**config.mk**
```make
export PLATFORM = sky130hd
export DESIGN_NAME = cws_sequencer
export DESIGN_NICKNAME = d
export VERILOG_FILES = /design/src/cws_pkg.sv /design/src/cws_sync.sv /design/src/cws_watchdog.sv /design/src/cws_sequencer.sv
export SDC_FILE = /design/constraint.sdc
export NUM_CORES = 1
export LEC_CHECK = 0
export BUFFER_PORTS_ARGS = -buffer_cell sky130_fd_sc_hd__buf_4
export CAP_MARGIN = 20
export CORE_MARGIN = 10
export CORE_UTILIZATION = 50
export DETAILED_ROUTE_END_ITERATION = 10
export HOLD_SLACK_MARGIN = 0.02
export PLACE_DENSITY = 0.75
export SETUP_SLACK_MARGIN = 0.1
export SLEW_MARGIN = 15
export SYNTH_ARGS = -nofsm -noshare
export SYNTH_HDL_FRONTEND = slang
export SYNTH_SLANG_ARGS = --single-unit
```
**constraint.sdc**
```tcl
create_clock -name clk_sys -period 2.4 [get_ports clk_sys]
set_clock_uncertainty 0.05 [all_clocks]
set_input_delay 0.48 -clock clk_sys [delete_from_list [all_inputs] [get_ports clk_sys]]
set_output_delay 0.48 -clock clk_sys [all_outputs]
set_load 0.05 [all_outputs]
```
**src/cws_pkg.sv**
```systemverilog
/*
 * Shared constants and types of the command word sequencer.
 * Assumes a 10 MHz system clock and a 16-bit register port.
 */
package cws_pkg;
   // ----------------------------------------------------------------
   // Register map (byte addresses)
   // ----------------------------------------------------------------
   localparam logic [7:0] ADDR_CMD_WORD = 8'h00;
   localparam logic [7:0] ADDR_CTRL = 8'h04;
   localparam logic [7:0] ADDR_STANDALONE = 8'h08;
   localparam logic [7:0] ADDR_REF_SEL = 8'h0C;
   localparam logic [7:0] ADDR_STATUS = 8'h10;
   localparam logic [7:0] ADDR_IRQ_STAT = 8'h14;
   localparam logic [7:0] ADDR_IRQ_CLR = 8'h18;
   localparam logic [7:0] ADDR_IRQ_EN = 8'h1C;
   localparam logic [7:0] ADDR_TRIP_CLR = 8'h20;

   // ----------------------------------------------------------------
   // Command word fields and masks
   // ----------------------------------------------------------------
   localparam int BIT_AUTO = 7;
   localparam int BIT_REF_SEL = 8;
   localparam int BIT_TRIP = 12;
   localparam int BIT_RESET = 13;
   localparam int BIT_SERVICE = 14;
   localparam logic [15:0] SEQ_MASK = 16'h027F;
   localparam logic [15:0] REGEN_MASK = 16'h027E;
   localparam int CTRL_ENABLE = 0;
   localparam int CTRL_REGEN = 1;
   localparam int TRIP_CLR_CW = 0;
   localparam int TRIP_CLR_WD = 1;
   localparam int IRQ_CW_TRIP = 0;
   localparam int IRQ_WD_TRIP = 1;
   localparam int IRQ_RESET = 2;

   // ----------------------------------------------------------------
   // Reset values
   // ----------------------------------------------------------------
   localparam logic [15:0] RST_WORD = 16'h0000;
   localparam logic [2:0] RST_IRQ = 3'h0;

   // ----------------------------------------------------------------
   // Timing
   // ----------------------------------------------------------------
   localparam longint CLK_HZ = 10_000_000;
   localparam longint WDOG_PERIOD_MS = 1000;
   localparam longint WDOG_GRACE_MS = 2000;
   localparam int WDOG_PERIOD_CYC = int'(WDOG_PERIOD_MS * CLK_HZ / 1000);
   localparam int WDOG_GRACE_CYC = int'(WDOG_GRACE_MS * CLK_HZ / 1000);

   // Sequencing outputs travel together
   typedef struct packed {
      logic jogRev;
      logic notStop;
      logic run;
      logic fwdRev;
      logic runRev;
      logic jog;
      logic runFwd;
      logic driveEnable;
   } cws_seq_t;
endpackage : cws_pkg

```
**src/cws_sync.sv**
```systemverilog
/*
 * Two flip-flop synchroniser for one asynchronous level.
 * Assumes the level is slow against the system clock.
 */
`timescale 1ns/1ps
module cws_sync (
   input wire logic clk_sys, // System clock
   input wire logic reset_n, // Synchronous reset, low active
   input wire logic asyncIn, // Level from outside
   output logic syncOut // Level in clock domain
);
   logic meta_q;
   logic meta_d;
   logic sync_q;
   logic sync_d;

   // ----------------------------------------------------------------
   // Two stages, first one read only by the second
   // ----------------------------------------------------------------
   always_comb begin
      meta_d = asyncIn;
      sync_d = meta_q;
   end

   always_ff @(posedge clk_sys) begin
      if (!reset_n) begin
         meta_q <= 1'b0;
         sync_q <= 1'b0;
      end else begin
         meta_q <= meta_d;
         sync_q <= sync_d;
      end
   end

   assign syncOut = sync_q;
endmodule : cws_sync

```
**src/cws_watchdog.sv**
```systemverilog
/*
 * Comms watchdog with a one second period and a grace window.
 * Assumes service and resume are one-cycle pulses on clk_sys.
 */
`timescale 1ns/1ps
module cws_watchdog #(
   parameter int PERIOD_CYC = cws_pkg::WDOG_PERIOD_CYC, // Service period
   parameter int GRACE_CYC = cws_pkg::WDOG_GRACE_CYC // Grace after stall
) (
   input wire logic clk_sys, // System clock
   input wire logic reset_n, // Synchronous reset, low active
   input wire logic service, // Servicing edge, pulse
   input wire logic resume, // Comms resumed, pulse
   output logic armed, // Watchdog running
   output logic graceOn, // Grace window running
   output logic expire // Timeout, pulse
);
   logic [24:0] count_q;
   logic [24:0] count_d;
   logic [24:0] grace_q;
   logic [24:0] grace_d;
   logic armed_q;
   logic armed_d;
   logic expire_q;
   logic expire_d;

   // ----------------------------------------------------------------
   // Countdown; grace holds off expiry but not the count
   // ----------------------------------------------------------------
   always_comb begin
      count_d = count_q;
      grace_d = grace_q;
      armed_d = armed_q;
      expire_d = 1'b0;
      if (grace_q != 25'h000_0000) begin
         grace_d = grace_q - 25'h000_0001;
      end
      if (count_q != 25'h000_0000) begin
         count_d = count_q - 25'h000_0001;
      end
      if (resume) begin
         grace_d = 25'(GRACE_CYC);
      end
      if (service) begin
         armed_d = 1'b1;
         count_d = 25'(PERIOD_CYC - 1);
      end else if (armed_q && count_q == 25'h000_0000
                   && grace_q == 25'h000_0000) begin
         expire_d = 1'b1;
         armed_d = 1'b0;
      end
   end

   always_ff @(posedge clk_sys) begin
      if (!reset_n) begin
         count_q <= 25'h000_0000;
         grace_q <= 25'h000_0000;
         armed_q <= 1'b0;
         expire_q <= 1'b0;
      end else begin
         count_q <= count_d;
         grace_q <= grace_d;
         armed_q <= armed_d;
         expire_q <= expire_d;
      end
   end

   assign armed = armed_q;
   assign graceOn = (grace_q != 25'h000_0000);
   assign expire = expire_q;
endmodule : cws_watchdog

```
**src/cws_sequencer.sv**
```systemverilog
/*
 * Command word sequencer: gates the drive command word onto the
 * sequencing outputs, raises trips, resets and runs the watchdog.
 * Assumes one 10 MHz clock, a plain register port with read data
 * one cycle after the strobe, and an asynchronous stall pin.
 */
// How it works
// - Seq bits need enable and auto bit
// - Gated standalone settings kept, merely ignored
// - Otherwise standalone settings drive sequencing
// - Enabled word copies bit 8 to reference
// - Reference bit zero analog, one preset
// - Bit 12 trips; clear refused while set
// - Bit 13 rising edge resets the drive
// - Bit 14 rising edge arms or restarts watchdog
// - Unserviced for one second trips watchdog
// - Watchdog trip disarms; re-arm needed after
// - Two second grace after stall ends
// - Disabled command word is ignored, except bit 12 still refuses a trip clear
// - Fixed bit layout of command word
// - Regen mode ignores bits 1-6, 8, 9
`timescale 1ns/1ps
module cws_sequencer #(
   parameter int PERIOD_CYC = cws_pkg::WDOG_PERIOD_CYC, // Service period
   parameter int GRACE_CYC = cws_pkg::WDOG_GRACE_CYC // Grace after stall
) (
   input wire logic clk_sys, // System clock, 10 MHz
   input wire logic reset_n, // Synchronous reset, low active
   input wire logic [7:0] regAddr, // Register byte address
   input wire logic [15:0] regWdata, // Write data
   input wire logic regWr, // Write strobe
   input wire logic regRd, // Read strobe
   output logic [15:0] regRdata, // Read data, cycle after strobe
   input wire logic commsStall, // Card transfer stall, async
   output cws_pkg::cws_seq_t seqOut, // Sequencing commands
   output logic refPreset, // 1 preset ref 1, 0 analog ref 1
   output logic cmdWordTrip, // Command word trip
   output logic wdogTrip, // Comms watchdog trip
   output logic driveReset, // Drive reset
   output logic irq // Interrupt, level
);
   logic [15:0] cmdWord_q, cmdWord_d, prevWord_q, prevWord_d;
   logic [15:0] stand_q, stand_d, rdata_q, rdata_d;
   logic [1:0] ctrl_q, ctrl_d;
   logic refSel_q, refSel_d, cwTrip_q, cwTrip_d, wdTrip_q, wdTrip_d;
   logic reset_q, reset_d, stallPrev_q, stallPrev_d;
   logic [2:0] irqStat_q, irqStat_d, irqEn_q, irqEn_d, irqEvt;
   logic irq_q, irq_d;
   cws_pkg::cws_seq_t seq_q, seq_d;
   logic cwEn, regen, gateSeq, stallSync, resume, clrCw, clrWd;
   logic wdArmed, wdGrace, wdExpire;
   logic [15:0] rise, regenMask, srcWord;

   // ----------------------------------------------------------------
   // Helpers
   // ----------------------------------------------------------------
   cws_sync u_stallSync (
      .clk_sys(clk_sys),
      .reset_n(reset_n),
      .asyncIn(commsStall),
      .syncOut(stallSync)
   );

   // Resume is the falling edge of the stall level
   assign resume = stallPrev_q & ~stallSync;

   cws_watchdog #(
      .PERIOD_CYC(PERIOD_CYC),
      .GRACE_CYC(GRACE_CYC)
   ) u_wdog (
      .clk_sys(clk_sys),
      .reset_n(reset_n),
      .service(rise[cws_pkg::BIT_SERVICE]),
      .resume(resume),
      .armed(wdArmed),
      .graceOn(wdGrace),
      .expire(wdExpire)
   );

   // ----------------------------------------------------------------
   // Decode of the command word
   // ----------------------------------------------------------------
   always_comb begin
      cwEn = ctrl_q[cws_pkg::CTRL_ENABLE];
      regen = ctrl_q[cws_pkg::CTRL_REGEN];
      gateSeq = cwEn & cmdWord_q[cws_pkg::BIT_AUTO];
      // Edges only count while enabled, against the last word
      rise = (cmdWord_q & ~prevWord_q) & {16{cwEn}};
      regenMask = regen ? cws_pkg::REGEN_MASK : 16'h0000;
      // Standalone stays stored; word just overrides it
      if (gateSeq) begin
         srcWord = (cmdWord_q & ~regenMask) | (stand_q & regenMask);
      end else begin
         srcWord = stand_q;
      end
   end

   // ----------------------------------------------------------------
   // Register writes and sequencing state
   // ----------------------------------------------------------------
   always_comb begin
      cmdWord_d = cmdWord_q;
      ctrl_d = ctrl_q;
      stand_d = stand_q;
      refSel_d = refSel_q;
      irqEn_d = irqEn_q;
      clrCw = 1'b0;
      clrWd = 1'b0;
      if (regWr) begin
         if (regAddr == cws_pkg::ADDR_CMD_WORD) begin
            cmdWord_d = regWdata;
         end else if (regAddr == cws_pkg::ADDR_CTRL) begin
            ctrl_d = regWdata[1:0];
         end else if (regAddr == cws_pkg::ADDR_STANDALONE) begin
            stand_d = regWdata;
         end else if (regAddr == cws_pkg::ADDR_REF_SEL) begin
            refSel_d = regWdata[0];
         end else if (regAddr == cws_pkg::ADDR_IRQ_EN) begin
            irqEn_d = regWdata[2:0];
         end else if (regAddr == cws_pkg::ADDR_TRIP_CLR) begin
            clrCw = regWdata[cws_pkg::TRIP_CLR_CW];
            clrWd = regWdata[cws_pkg::TRIP_CLR_WD];
         end
      end
      // Copy of bit 8 wins over a software write
      if (cwEn && !regen) begin
         refSel_d = cmdWord_q[cws_pkg::BIT_REF_SEL];
      end
      prevWord_d = cmdWord_q;
      stallPrev_d = stallSync;
      seq_d = cws_pkg::cws_seq_t'({srcWord[9], srcWord[6:0]});
      reset_d = rise[cws_pkg::BIT_RESET]
         | stand_q[cws_pkg::BIT_RESET];
   end

   // ----------------------------------------------------------------
   // Trips: set wins; word trip cannot clear while bit 12 is high
   // ----------------------------------------------------------------
   always_comb begin
      cwTrip_d = cwTrip_q;
      wdTrip_d = wdTrip_q;
      if ((clrCw || reset_q) && !cmdWord_q[cws_pkg::BIT_TRIP]) begin
         cwTrip_d = 1'b0;
      end
      if (cwEn && cmdWord_q[cws_pkg::BIT_TRIP]) begin
         cwTrip_d = 1'b1;
      end
      if (clrWd || reset_q) begin
         wdTrip_d = 1'b0;
      end
      if (wdExpire) begin
         wdTrip_d = 1'b1;
      end
      irqEvt = {rise[cws_pkg::BIT_RESET], wdExpire,
                cwTrip_d & ~cwTrip_q};
      irqStat_d = irqStat_q;
      if (regWr && regAddr == cws_pkg::ADDR_IRQ_CLR) begin
         irqStat_d = irqStat_q & ~regWdata[2:0];
      end
      irqStat_d = irqStat_d | irqEvt; // Set beats clear
      irq_d = |(irqStat_d & irqEn_d);
   end

   // ----------------------------------------------------------------
   // Read port, answer in the next cycle, unmapped reads zero
   // ----------------------------------------------------------------
   always_comb begin
      rdata_d = 16'h0000;
      if (regRd) begin
         if (regAddr == cws_pkg::ADDR_CMD_WORD) begin
            rdata_d = cmdWord_q;
         end else if (regAddr == cws_pkg::ADDR_CTRL) begin
            rdata_d = {14'h0000, ctrl_q};
         end else if (regAddr == cws_pkg::ADDR_STANDALONE) begin
            rdata_d = stand_q;
         end else if (regAddr == cws_pkg::ADDR_REF_SEL) begin
            rdata_d = {15'h0000, refSel_q};
         end else if (regAddr == cws_pkg::ADDR_STATUS) begin
            rdata_d = {12'h000, wdGrace, wdArmed, wdTrip_q, cwTrip_q};
         end else if (regAddr == cws_pkg::ADDR_IRQ_STAT) begin
            rdata_d = {13'h0000, irqStat_q};
         end else if (regAddr == cws_pkg::ADDR_IRQ_EN) begin
            rdata_d = {13'h0000, irqEn_q};
         end
      end
   end

   // ----------------------------------------------------------------
   // State registers
   // ----------------------------------------------------------------
   always_ff @(posedge clk_sys) begin
      if (!reset_n) begin
         cmdWord_q <= cws_pkg::RST_WORD;
         prevWord_q <= cws_pkg::RST_WORD;
         stand_q <= cws_pkg::RST_WORD;
         ctrl_q <= 2'h0;
         refSel_q <= 1'b0;
         cwTrip_q <= 1'b0;
         wdTrip_q <= 1'b0;
         reset_q <= 1'b0;
         stallPrev_q <= 1'b0;
         irqStat_q <= cws_pkg::RST_IRQ;
         irqEn_q <= cws_pkg::RST_IRQ;
         irq_q <= 1'b0;
         seq_q <= '0;
         rdata_q <= 16'h0000;
      end else begin
         cmdWord_q <= cmdWord_d;
         prevWord_q <= prevWord_d;
         stand_q <= stand_d;
         ctrl_q <= ctrl_d;
         refSel_q <= refSel_d;
         cwTrip_q <= cwTrip_d;
         wdTrip_q <= wdTrip_d;
         reset_q <= reset_d;
         stallPrev_q <= stallPrev_d;
         irqStat_q <= irqStat_d;
         irqEn_q <= irqEn_d;
         irq_q <= irq_d;
         seq_q <= seq_d;
         rdata_q <= rdata_d;
      end
   end

   // Outputs straight from flip-flops
   assign seqOut = seq_q;
   assign refPreset = refSel_q;
   assign cmdWordTrip = cwTrip_q;
   assign wdogTrip = wdTrip_q;
   assign driveReset = reset_q;
   assign irq = irq_q;
   assign regRdata = rdata_q;
endmodule : cws_sequencer

```
* After elaboration in Yosys (flattened, before gate mapping)
Cells that the tools add are included.
Widths: inputs -> output; s select.
** Storage, ports and cells
- Register bits after elaboration :: 139
- Output and inout bits :: 29
** Operators by class
- Equality and inequality tests :: 11
- Bitwise logic cells :: 20
- Add/subtract/negate cells :: 2
- Muxes and demuxes :: 47
- Reductions and logical operators :: 29
** Operator list (count)
- $logic_not 25->1 :: 2
- $mux 25 :: 2
- $reduce_bool 25->1 :: 2
- $sub 25x1->25 const B :: 2
- $mux 16 :: 3
- $mux 24 :: 2
- $eq 8x5->1 const B :: 4
- $and 15x15->15 :: 2
- $mux 1 :: 27
- $mux 3 :: 9
- $and 10x10->10 :: 2
- $mux 10 :: 2
- $eq 8x4->1 const B :: 2
- $not 15->15 :: 1
- $reduce_bool 2->1 :: 6
- $not 10->10 :: 1
- $or 10x10->10 :: 1
- $eq 8x3->1 const B :: 1
- $eq 8x6->1 const B :: 1
- $logic_not 8->1 :: 1
- $mux 4 :: 2
- $and 3x3->3 :: 2
- $logic_and 1x1->1 :: 6
- $ne 2x1->1 const B :: 3
- other kinds (13) :: 23

* Longest topological paths before layout
Gate-level depths: netlist (run 1).
- Word-level depth :: 16
- Depth in mapped cells :: 9
- Gate-level depth less buffers :: 8

* By module
A second synthesis (run 1) with hierarchy kept.
** Unflattened totals
- Cells, all modules :: 642
- Area total of the unflattened synthesis :: 5630.4 sq um
** By module, submodules not included
- cws_sequencer :: area each 2825.2 sq um, cells each 335, sequential area each 1441.4 sq um, times used 1
- cws_watchdog :: area each 2752.6 sq um, cells each 303, sequential area each 1041.0 sq um, times used 1
- cws_sync :: area each 52.6 sq um, cells each 4, sequential area each 40.0 sq um, times used 1

* Worst setup path before layout (run 1)
Ideal clock, no wire load.
- Path type :: input to register
- Start point :: input regAddr[7]
- End point :: register irq_q (netlist: irq)
- Required time :: 2228 ps
- Path slack :: 103 ps
- Stages :: 5
- Path buffers :: 0
- Data arrival time :: 2125 ps
- Library setup time :: 122 ps
- Cell sequence :: or3_1 -> nor4b_4 -> nand4_1 -> mux2_2 -> a221o_1
** Between the ends
- Cells in the longest elaborated chain, start to end :: 16
** Ends and longest elaborated chain
- from (decl) :: RTL line cws_sequencer.sv:29 : input wire logic [7:0] regAddr,
- $eq 8x6->1 :: RTL line cws_sequencer.sv:120 : end else if (regAddr == cws_pkg::ADDR_TRIP_CLR) begin
- $mux 1 :: RTL line cws_sequencer.sv:120
- $mux 1 :: RTL line cws_sequencer.sv:118 : end else if (regAddr == cws_pkg::ADDR_IRQ_EN) begin
- $mux 1 :: RTL line cws_sequencer.sv:116 : end else if (regAddr == cws_pkg::ADDR_REF_SEL) begin
- $mux 1 :: RTL line cws_sequencer.sv:114 : end else if (regAddr == cws_pkg::ADDR_STANDALONE) begin
- $mux 1 :: RTL line cws_sequencer.sv:112 : end else if (regAddr == cws_pkg::ADDR_CTRL) begin
- $mux 1 :: RTL line cws_sequencer.sv:110 : if (regAddr == cws_pkg::ADDR_CMD_WORD) begin
- $mux 1 :: RTL line cws_sequencer.sv:109 : if (regWr) begin
- $logic_or 1x1->1 :: RTL line cws_sequencer.sv:142 : if ((clrCw || reset_q) && !cmdWord_q[cws_pkg::BIT_TRIP]) begin
- $logic_and 1x1->1 :: RTL line cws_sequencer.sv:142
- $mux 1 :: RTL line cws_sequencer.sv:142
- $mux 1 :: RTL line cws_sequencer.sv:145 : if (cwEn && cmdWord_q[cws_pkg::BIT_TRIP]) begin
- $and 1x1->1 :: RTL line cws_sequencer.sv:155 : cwTrip_d & ~cwTrip_q};
- $or 3x3->3 :: RTL line cws_sequencer.sv:160 : irqStat_d = irqStat_d | irqEvt;
- $and 3x3->3 (*) :: RTL line cws_sequencer.sv:161 : irq_d = |(irqStat_d & irqEn_d);
- $reduce_or 3->1 (*) :: RTL line cws_sequencer.sv:161
- to (signal assigned) :: RTL line cws_sequencer.sv:219 : irq_q <= irq_d;
- to (decl) :: RTL line cws_sequencer.sv:48 : logic irq_q, irq_d;
Mark *: on every way between the ends. The rest lies on a longest branch, timed or not.
A chain may end at the register's enable or synchronous reset.

* Final worst setup path (run 1)
- Start point :: register u_wdog.grace_q[2]
- End point :: register u_wdog.grace_q[21]
** Between the ends
- Cells in the longest elaborated chain, start to end :: 3
** Ends and longest elaborated chain
- from (decl) :: RTL line cws_watchdog.sv:20 : logic [24:0] grace_q;
- from (signal assigned) :: RTL line cws_watchdog.sv:62 : grace_q <= grace_d;
- $sub 25x1->25 :: RTL line cws_watchdog.sv:36 : grace_d = grace_q - 25'h000_0001;
- $mux 25 :: RTL line cws_watchdog.sv:35 : if (grace_q != 25'h000_0000) begin
- $mux 25 :: RTL line cws_watchdog.sv:41 : if (resume) begin
Several ways; a longest one is shown, not always the timed one. The select of a mux whose other input is x is not followed.

==> flow_metrics.tcl, run 1 <==
set metrics [dict create \
    hold_viol_final 0 \
    grt_pass1_wl_um 21000 \
    synth_seq_cells 126 \
    synth_mux_area_share_pct 2.72 \
    die_x_um 122 \
    worst_setup_path_start_kind "flip-flop" \
    synth.most_common_cell "dfxtp_1" \
    worstPathMaxFanout 6 \
    drt_first_pass_iters 8 \
    power_density_nw_per_um2 1260 \
    yosysSeqAreaShare_pct 48.1 \
    grt_max_degree 32 \
    pwr-share-seq_pct 34.0 \
    area_growth_pct 24.1 \
    layout_setup_ws_ns 0.125 \
    root_buffer "clkbuf_8" \
    cts_buffers 17 \
    place.port_buffers 57 \
    slew_headroom_pct 56.0 \
    dp_slack_ns 0.0490 \
    place_congestion 0.845 \
    viasPerCell 5.60 \
    clock.fmax_mhz 440 \
    wire_per_inst_um 15.7 \
    num-nets-final 710 \
    dieHeight_um 122 \
    syn_area_um2 5240 \
    min_path_type "in2reg" \
    routed_wl_um 13000 \
    cp.required_ns 2.73 \
    drc 0 \
    cp.arrival_ns 2.61 \
    cp_cell_sequence "or4_1 -> nor4_2 -> nand2_1 -> nor4_1 -> xnor2_1 -> a21oi_1" \
    rsz0062_at_grt "true" \
    synthFlopType "dfxtp_1" \
    netlist_top_cells_area "dfxtp_1 48%, nand2_1 6.6%, a21oi_1 6.3%" \
    netSwitchingFraction_pct 35.6 \
    synth_top_family_by_area "simple AND/OR/NAND/NOR gates" \
    yosys.area.top_type "dfxtp_1" \
    clkSinkCount 126 \
    grt_usage_pct 17.2 \
    ctsHoldBuffers 0 \
    antenna_left 0 \
    power_frac_clock_pct 29.9 \
    drive_gt1_share_pct 19.7 \
    power.share.combinational_pct 36.1 \
    dp_hpwl_um 8690 \
    drv_cap 0 \
    n_antenna_cell 0 \
    end_kind "flip-flop" \
    grt_pass1_vias 4469 \
    async_reset_ff_share_pct 0 \
    cts_tree "done" \
    core_area_um2 10300 \
    drv_slew 0 \
    antenna_found_initial 0 \
    synth_commonest_cells "126 x dfxtp_1, 92 x nand2_1, 69 x nor2_1" \
    period_share_pct 94.8 \
    start_util_pct 51.0 \
    die-area_um2 15000 \
    slowest_delay_ns 0.63 \
    htree_num_levels 4 \
    ir_drop_uv 1110 \
    gr-total-overflow 0 \
    path_delay_family "simple AND/OR/NAND/NOR gates" \
    p_int_mw 5.26 \
    final.min_clock_period_ns 2.28 \
    p_leak_nw 2.55 \
    run_status "complete, no violations" \
    tns_ns 0 \
    synth_cell_types 52 \
    synth_compound_area_share_pct 11.9 \
    io_pins 58 \
    syn_avg_cell_area_um2 8.57 \
    synth_fa_ha_area_share_pct 0.478 \
    crit_path_top_delay_cell "or4_1" \
    clockBufferDepth 2 \
    synth_xor_area_share_pct 6.35 \
    path_clk_slew_ns 0.06 \
    synth_simple_gate_area_share_pct 27.1 \
    setup_violations 0 \
    synth_nets 642 \
    netlist.area_leader.share_pct 48.1 \
    path_buf_inv 0 \
    num_vias 4637 \
    power_switching_mw 2.91 \
    worst_pin_slew_ns 0.659 \
    syn_inst 611 \
    path_class "reg2reg" \
    synth_enable_flop_cells 0 \
    drt-initial-drc-count 452 \
    fp-row-count 37 \
    clock_latency_ns 0.52 \
    yosysWarnings 0 \
]
-- area by class of cell --
| type | instances | area (um^2) |
|---|---|---|
| clock inverters | 15 | 149 |
| well taps | 136 | 170 |
| flip-flops and latches | 126 | 2520 |
| inverters | 10 | 37.5 |
| fillers | 838 | 3770 |
| repair buffers | 80 | 613 |
| clock buffers | 17 | 414 |
| multi-input cells | 444 | 2590 |
-- layer usage --
layer | wire (um) | vias up | track usage (%)
met4 | 290 | 0 | 8.03
met1 | 5470 | 2226 | 19.2
met5 | 0 | - | 0
met2 | 6510 | 123 | 30.3
li1 | - | 2258 | -
met3 | 741 | 30 | 4.32
-- state kept, by name, indices dropped and copies added, names as in the netlist, 2 cells and up --
signal,count
cmdWord_q,16
ctrl_q,2
irqEn_q,3
irqStat_q,3
prevWord_q,2
regRdata,16
seqOut,8
stand_q,16
u_wdog.count_q,25
u_wdog.grace_q,25
-- cells by family after synthesis --
group	after synthesis
xor+xnor	38
mux	14
flops	126
fa+ha+maj	2
buf+inv	41
simple gates	283
compound gates	107
-- worst paths after layout --
path,startpoint,to,slack [ns],cells past startpoint
worst max-delay path,u_wdog.grace_q[2]$_SDFFE_PP0N_,u_wdog.grace_q[21]$_SDFFE_PN0P_,0.12,6
worst min-delay path,commsStall,u_stallSync.meta_q$_SDFF_PN0_,0.12,2
worst max register to register,u_wdog.grace_q[2]$_SDFFE_PP0N_,u_wdog.grace_q[21]$_SDFFE_PN0P_,0.12,6
worst min register to register,u_stallSync.meta_q$_SDFF_PN0_,u_stallSync.syncOut$_SDFF_PN0_,0.39,1
-- layout by cell type, fill, tap and decap left out, drive strengths merged, types with 11 or more instances in the layout --
master  count
dfxtp     126
nand2      92
buf        80
nor2       69
a21oi      66
nor3       23
xnor2      22
inv        19
clkbuf     17
nand3      17
xor2       16
nor4       15
a22oi      12
mux2i      12
and2       11
-- metrics by stage --
| stage | total power, mW | hold slack [ns] | std cells | cell area [um^2] | utilization (%) |
|---|---|---|---|---|---|
| 3_5_place_dp | 5.40 | 0.377 | 792 | 5860 | 57.0 |
| 4_1_cts | 7.89 | 0.110 | 824 | 6430 | 62.6 |
| 2_1_floorplan | 4.80 | 0.362 | 611 | 5240 | - |
| 5_1_grt | 8.67 | 0.132 | 828 | 6500 | 63.3 |
| 6_report | 8.17 | 0.116 | 828 | 6500 | 63.3 |
| 3_3_place_gp | 5.29 | 0.371 | 792 | 5860 | 57.0 |
-- power by group through the flow --
stage / logic (mW) / registers (mW) / clock network, mW
floorplan: 2.08 / 2.72 / 0
global placement: 2.53 / 2.76 / 0
detailed placement: 2.61 / 2.79 / 0
CTS: 2.69 / 2.75 / 2.45
global route: 3.27 / 2.83 / 2.57
finish: 2.95 / 2.78 / 2.44
-- repair_timing --
| action | in CTS | in global routing |
|---|---|---|
| pin swaps | 0 | 2 |
| resized for setup | 2 | 10 |
| endpoints found under the setup margin | 2 | 30 |
| buffers inserted | 0 | 4 |
| cloned | 0 | 0 |
-- worst reg2reg max path, cell delays in order (launching register included) --
cell and delay, ns:
dfxtp_1 0.35, or4_1 0.63, nor4_2 0.46, nand2_1 0.12
nor4_1 0.28, xnor2_1 0.16, a21oi_1 0.09
Power figures use the tool's default switching activity.
==> run 2, diff against run 1 <==
--- a/config.mk
+++ b/config.mk
@@ -12,6 +12,7 @@
 export DETAILED_ROUTE_END_ITERATION = 10
 export HOLD_SLACK_MARGIN = 0.02
 export PLACE_DENSITY = 0.75
+export REMOVE_ABC_BUFFERS = 1
 export SETUP_SLACK_MARGIN = 0.1
 export SLEW_MARGIN = 15
 export SYNTH_ARGS = -nofsm -noshare
==> run 2 against run 1 <==
Power up 2.2%. Utilization up 0.55 points. Via count down 1.6%. Flip-flop and latch count unchanged. Worst setup slack better by 0.0026 ns. Worst hold slack worse by 0.022 ns. Non-clock buffer count up 1. Critical path type unchanged. Critical endpoint is now u_wdog.count_q[19]$_SDFFE_PN0P_.
==> flow_metrics.tcl, run 2 (synthesis gave the netlist of run 1 again) <==
set metrics [dict create \
    end_kind "flip-flop" \
    antenna_found_initial 0 \
    cts_buffers 17 \
    start_util_pct 51.0 \
    clock_latency_ns 0.54 \
    dr_wl_met3_um 832 \
    dieHeight_um 122 \
    worst_setup_path_start_kind "flip-flop" \
    ctsHoldBuffers 0 \
    num-nets-final 711 \
    cp.arrival_ns 2.69 \
    core_area_um2 10300 \
    path_buf_inv 0 \
    worst_pin_slew_ns 0.668 \
    clkSinkCount 126 \
    ir_drop_uv 639 \
    hold_viol_final 0 \
    p_leak_nw 2.57 \
    grt_usage_pct 17.8 \
    die-area_um2 15000 \
    fp-row-count 37 \
    drt-initial-drc-count 315 \
    grt_pass1_wl_um 21200 \
    antenna_left 0 \
    place_congestion 0.855 \
    path_class "reg2reg" \
    drive_gt1_share_pct 19.6 \
    wire_per_inst_um 15.9 \
    slowest_delay_ns 0.53 \
    area_growth_pct 25.2 \
    final_cell_mix "124 x dfxtp_1, 92 x nand2_1, 81 x buf_4" \
    final_common_cell "dfxtp_1" \
    clockBufferDepth 2 \
    worstPathMaxFanout 5 \
    die_x_um 122 \
    viasPerCell 5.51 \
    gr-total-overflow 0 \
    top_layer "met4" \
    grt_max_degree 45 \
    cts_tree "done" \
    num_vias 4564 \
    wl_met1_um 5630 \
    drc 0 \
    dr_wl_met2_um 6480 \
    final.min_clock_period_ns 2.27 \
    drv_cap 0 \
    rsz0062_at_grt "true" \
    final_util_pct 63.8 \
    run_status "complete, no violations" \
    place.port_buffers 57 \
    dp_hpwl_um 8810 \
    period_share_pct 94.7 \
    reg.largest.list "u_wdog.count_q: 25 flops, u_wdog.grace_q: 25 flops" \
    path_clk_slew_ns 0.06 \
    crit_path_top_delay_cell "or4_4" \
    routed_wl_um 13100 \
    cp.required_ns 2.81 \
    holdWs_ns 0.0948 \
    slew_headroom_pct 55.4 \
    grt_pass1_vias 4482 \
    min_path_type "in2reg" \
    drv_slew 0 \
    path_delay_family "simple AND/OR/NAND/NOR gates" \
    fillers 871 \
    setup_violations 0 \
    htree_num_levels 4 \
    clock.fmax_mhz 440 \
    drt_first_pass_iters 5 \
    n_antenna_cell 0 \
    power_density_nw_per_um2 1270 \
    root_buffer "clkbuf_8" \
    cp_cell_sequence "or4_4 -> or2_4 -> or4_1 -> or3_1 -> xor2_1 -> a21oi_1" \
    io_pins 58 \
]
run 2: per-stage QoR:
stage	power (mW)	cells	setup slack [ns]	instance area [um^2]	TNS, ns
final	8.34	829	0.127	6560	0
after global routing	8.82	829	0.0611	6560	0
after CTS	8.03	824	0.102	6470	0
after detailed placement	5.33	792	0.0339	5840	0
after global placement	5.22	792	0.0785	5840	0
after floorplan	4.76	580	-0.131	5100	-2.09
run 2: final cells by class:
type	instances	area [um^2]	area share, %
clock inverter	12	158	2.40
tap	136	170	2.59
sequential	126	2520	38.5
inverter	10	37.5	0.572
clock buffer	20	455	6.94
multi-input combinational	444	2610	39.7
timing repair buffer	81	608	9.27
run 2: worst reg2reg max path: stages, from the launching register on:
cell     delay, ns
dfxtp_2       0.34
or4_4         0.53
or2_4         0.27
or4_1         0.39
or3_1         0.34
xor2_1        0.15
a21oi_1       0.14
run 2: worst paths after layout:
kind	to	start	cells past startpoint	slack, ns
setup / recovery	u_wdog.count_q[19]$_SDFFE_PN0P_	u_wdog.count_q[12]$_SDFFE_PN0P_	6	0.13
hold / removal	u_stallSync.meta_q$_SDFF_PN0_	commsStall	2	0.09
setup reg to reg	u_wdog.count_q[19]$_SDFFE_PN0P_	u_wdog.count_q[12]$_SDFFE_PN0P_	6	0.13
hold reg to reg	u_stallSync.syncOut$_SDFF_PN0_	u_stallSync.meta_q$_SDFF_PN0_	1	0.39
run 2: power by group:
group	switching (mW)	internal [mW]	total, mW
Combinational	1.52	1.39	2.91
Clock	0.981	1.67	2.65
Sequential	0.354	2.42	2.78
run 2: per-layer routing:
layer | track usage [%] | vias to the layer above
li1 | - | 2257
met2 | 30.2 | 135
met3 | 5.74 | 19
met5 | 0 | -
met4 | 7.36 | 0
met1 | 20.3 | 2153
run 2: repair_timing:
item	4_1_cts	5_1_grt
pin swaps	0	3
gates resized for setup	2	11
buffers inserted	0	5
endpoints found under the setup margin	5	34
hold endpoints to repair	0	0
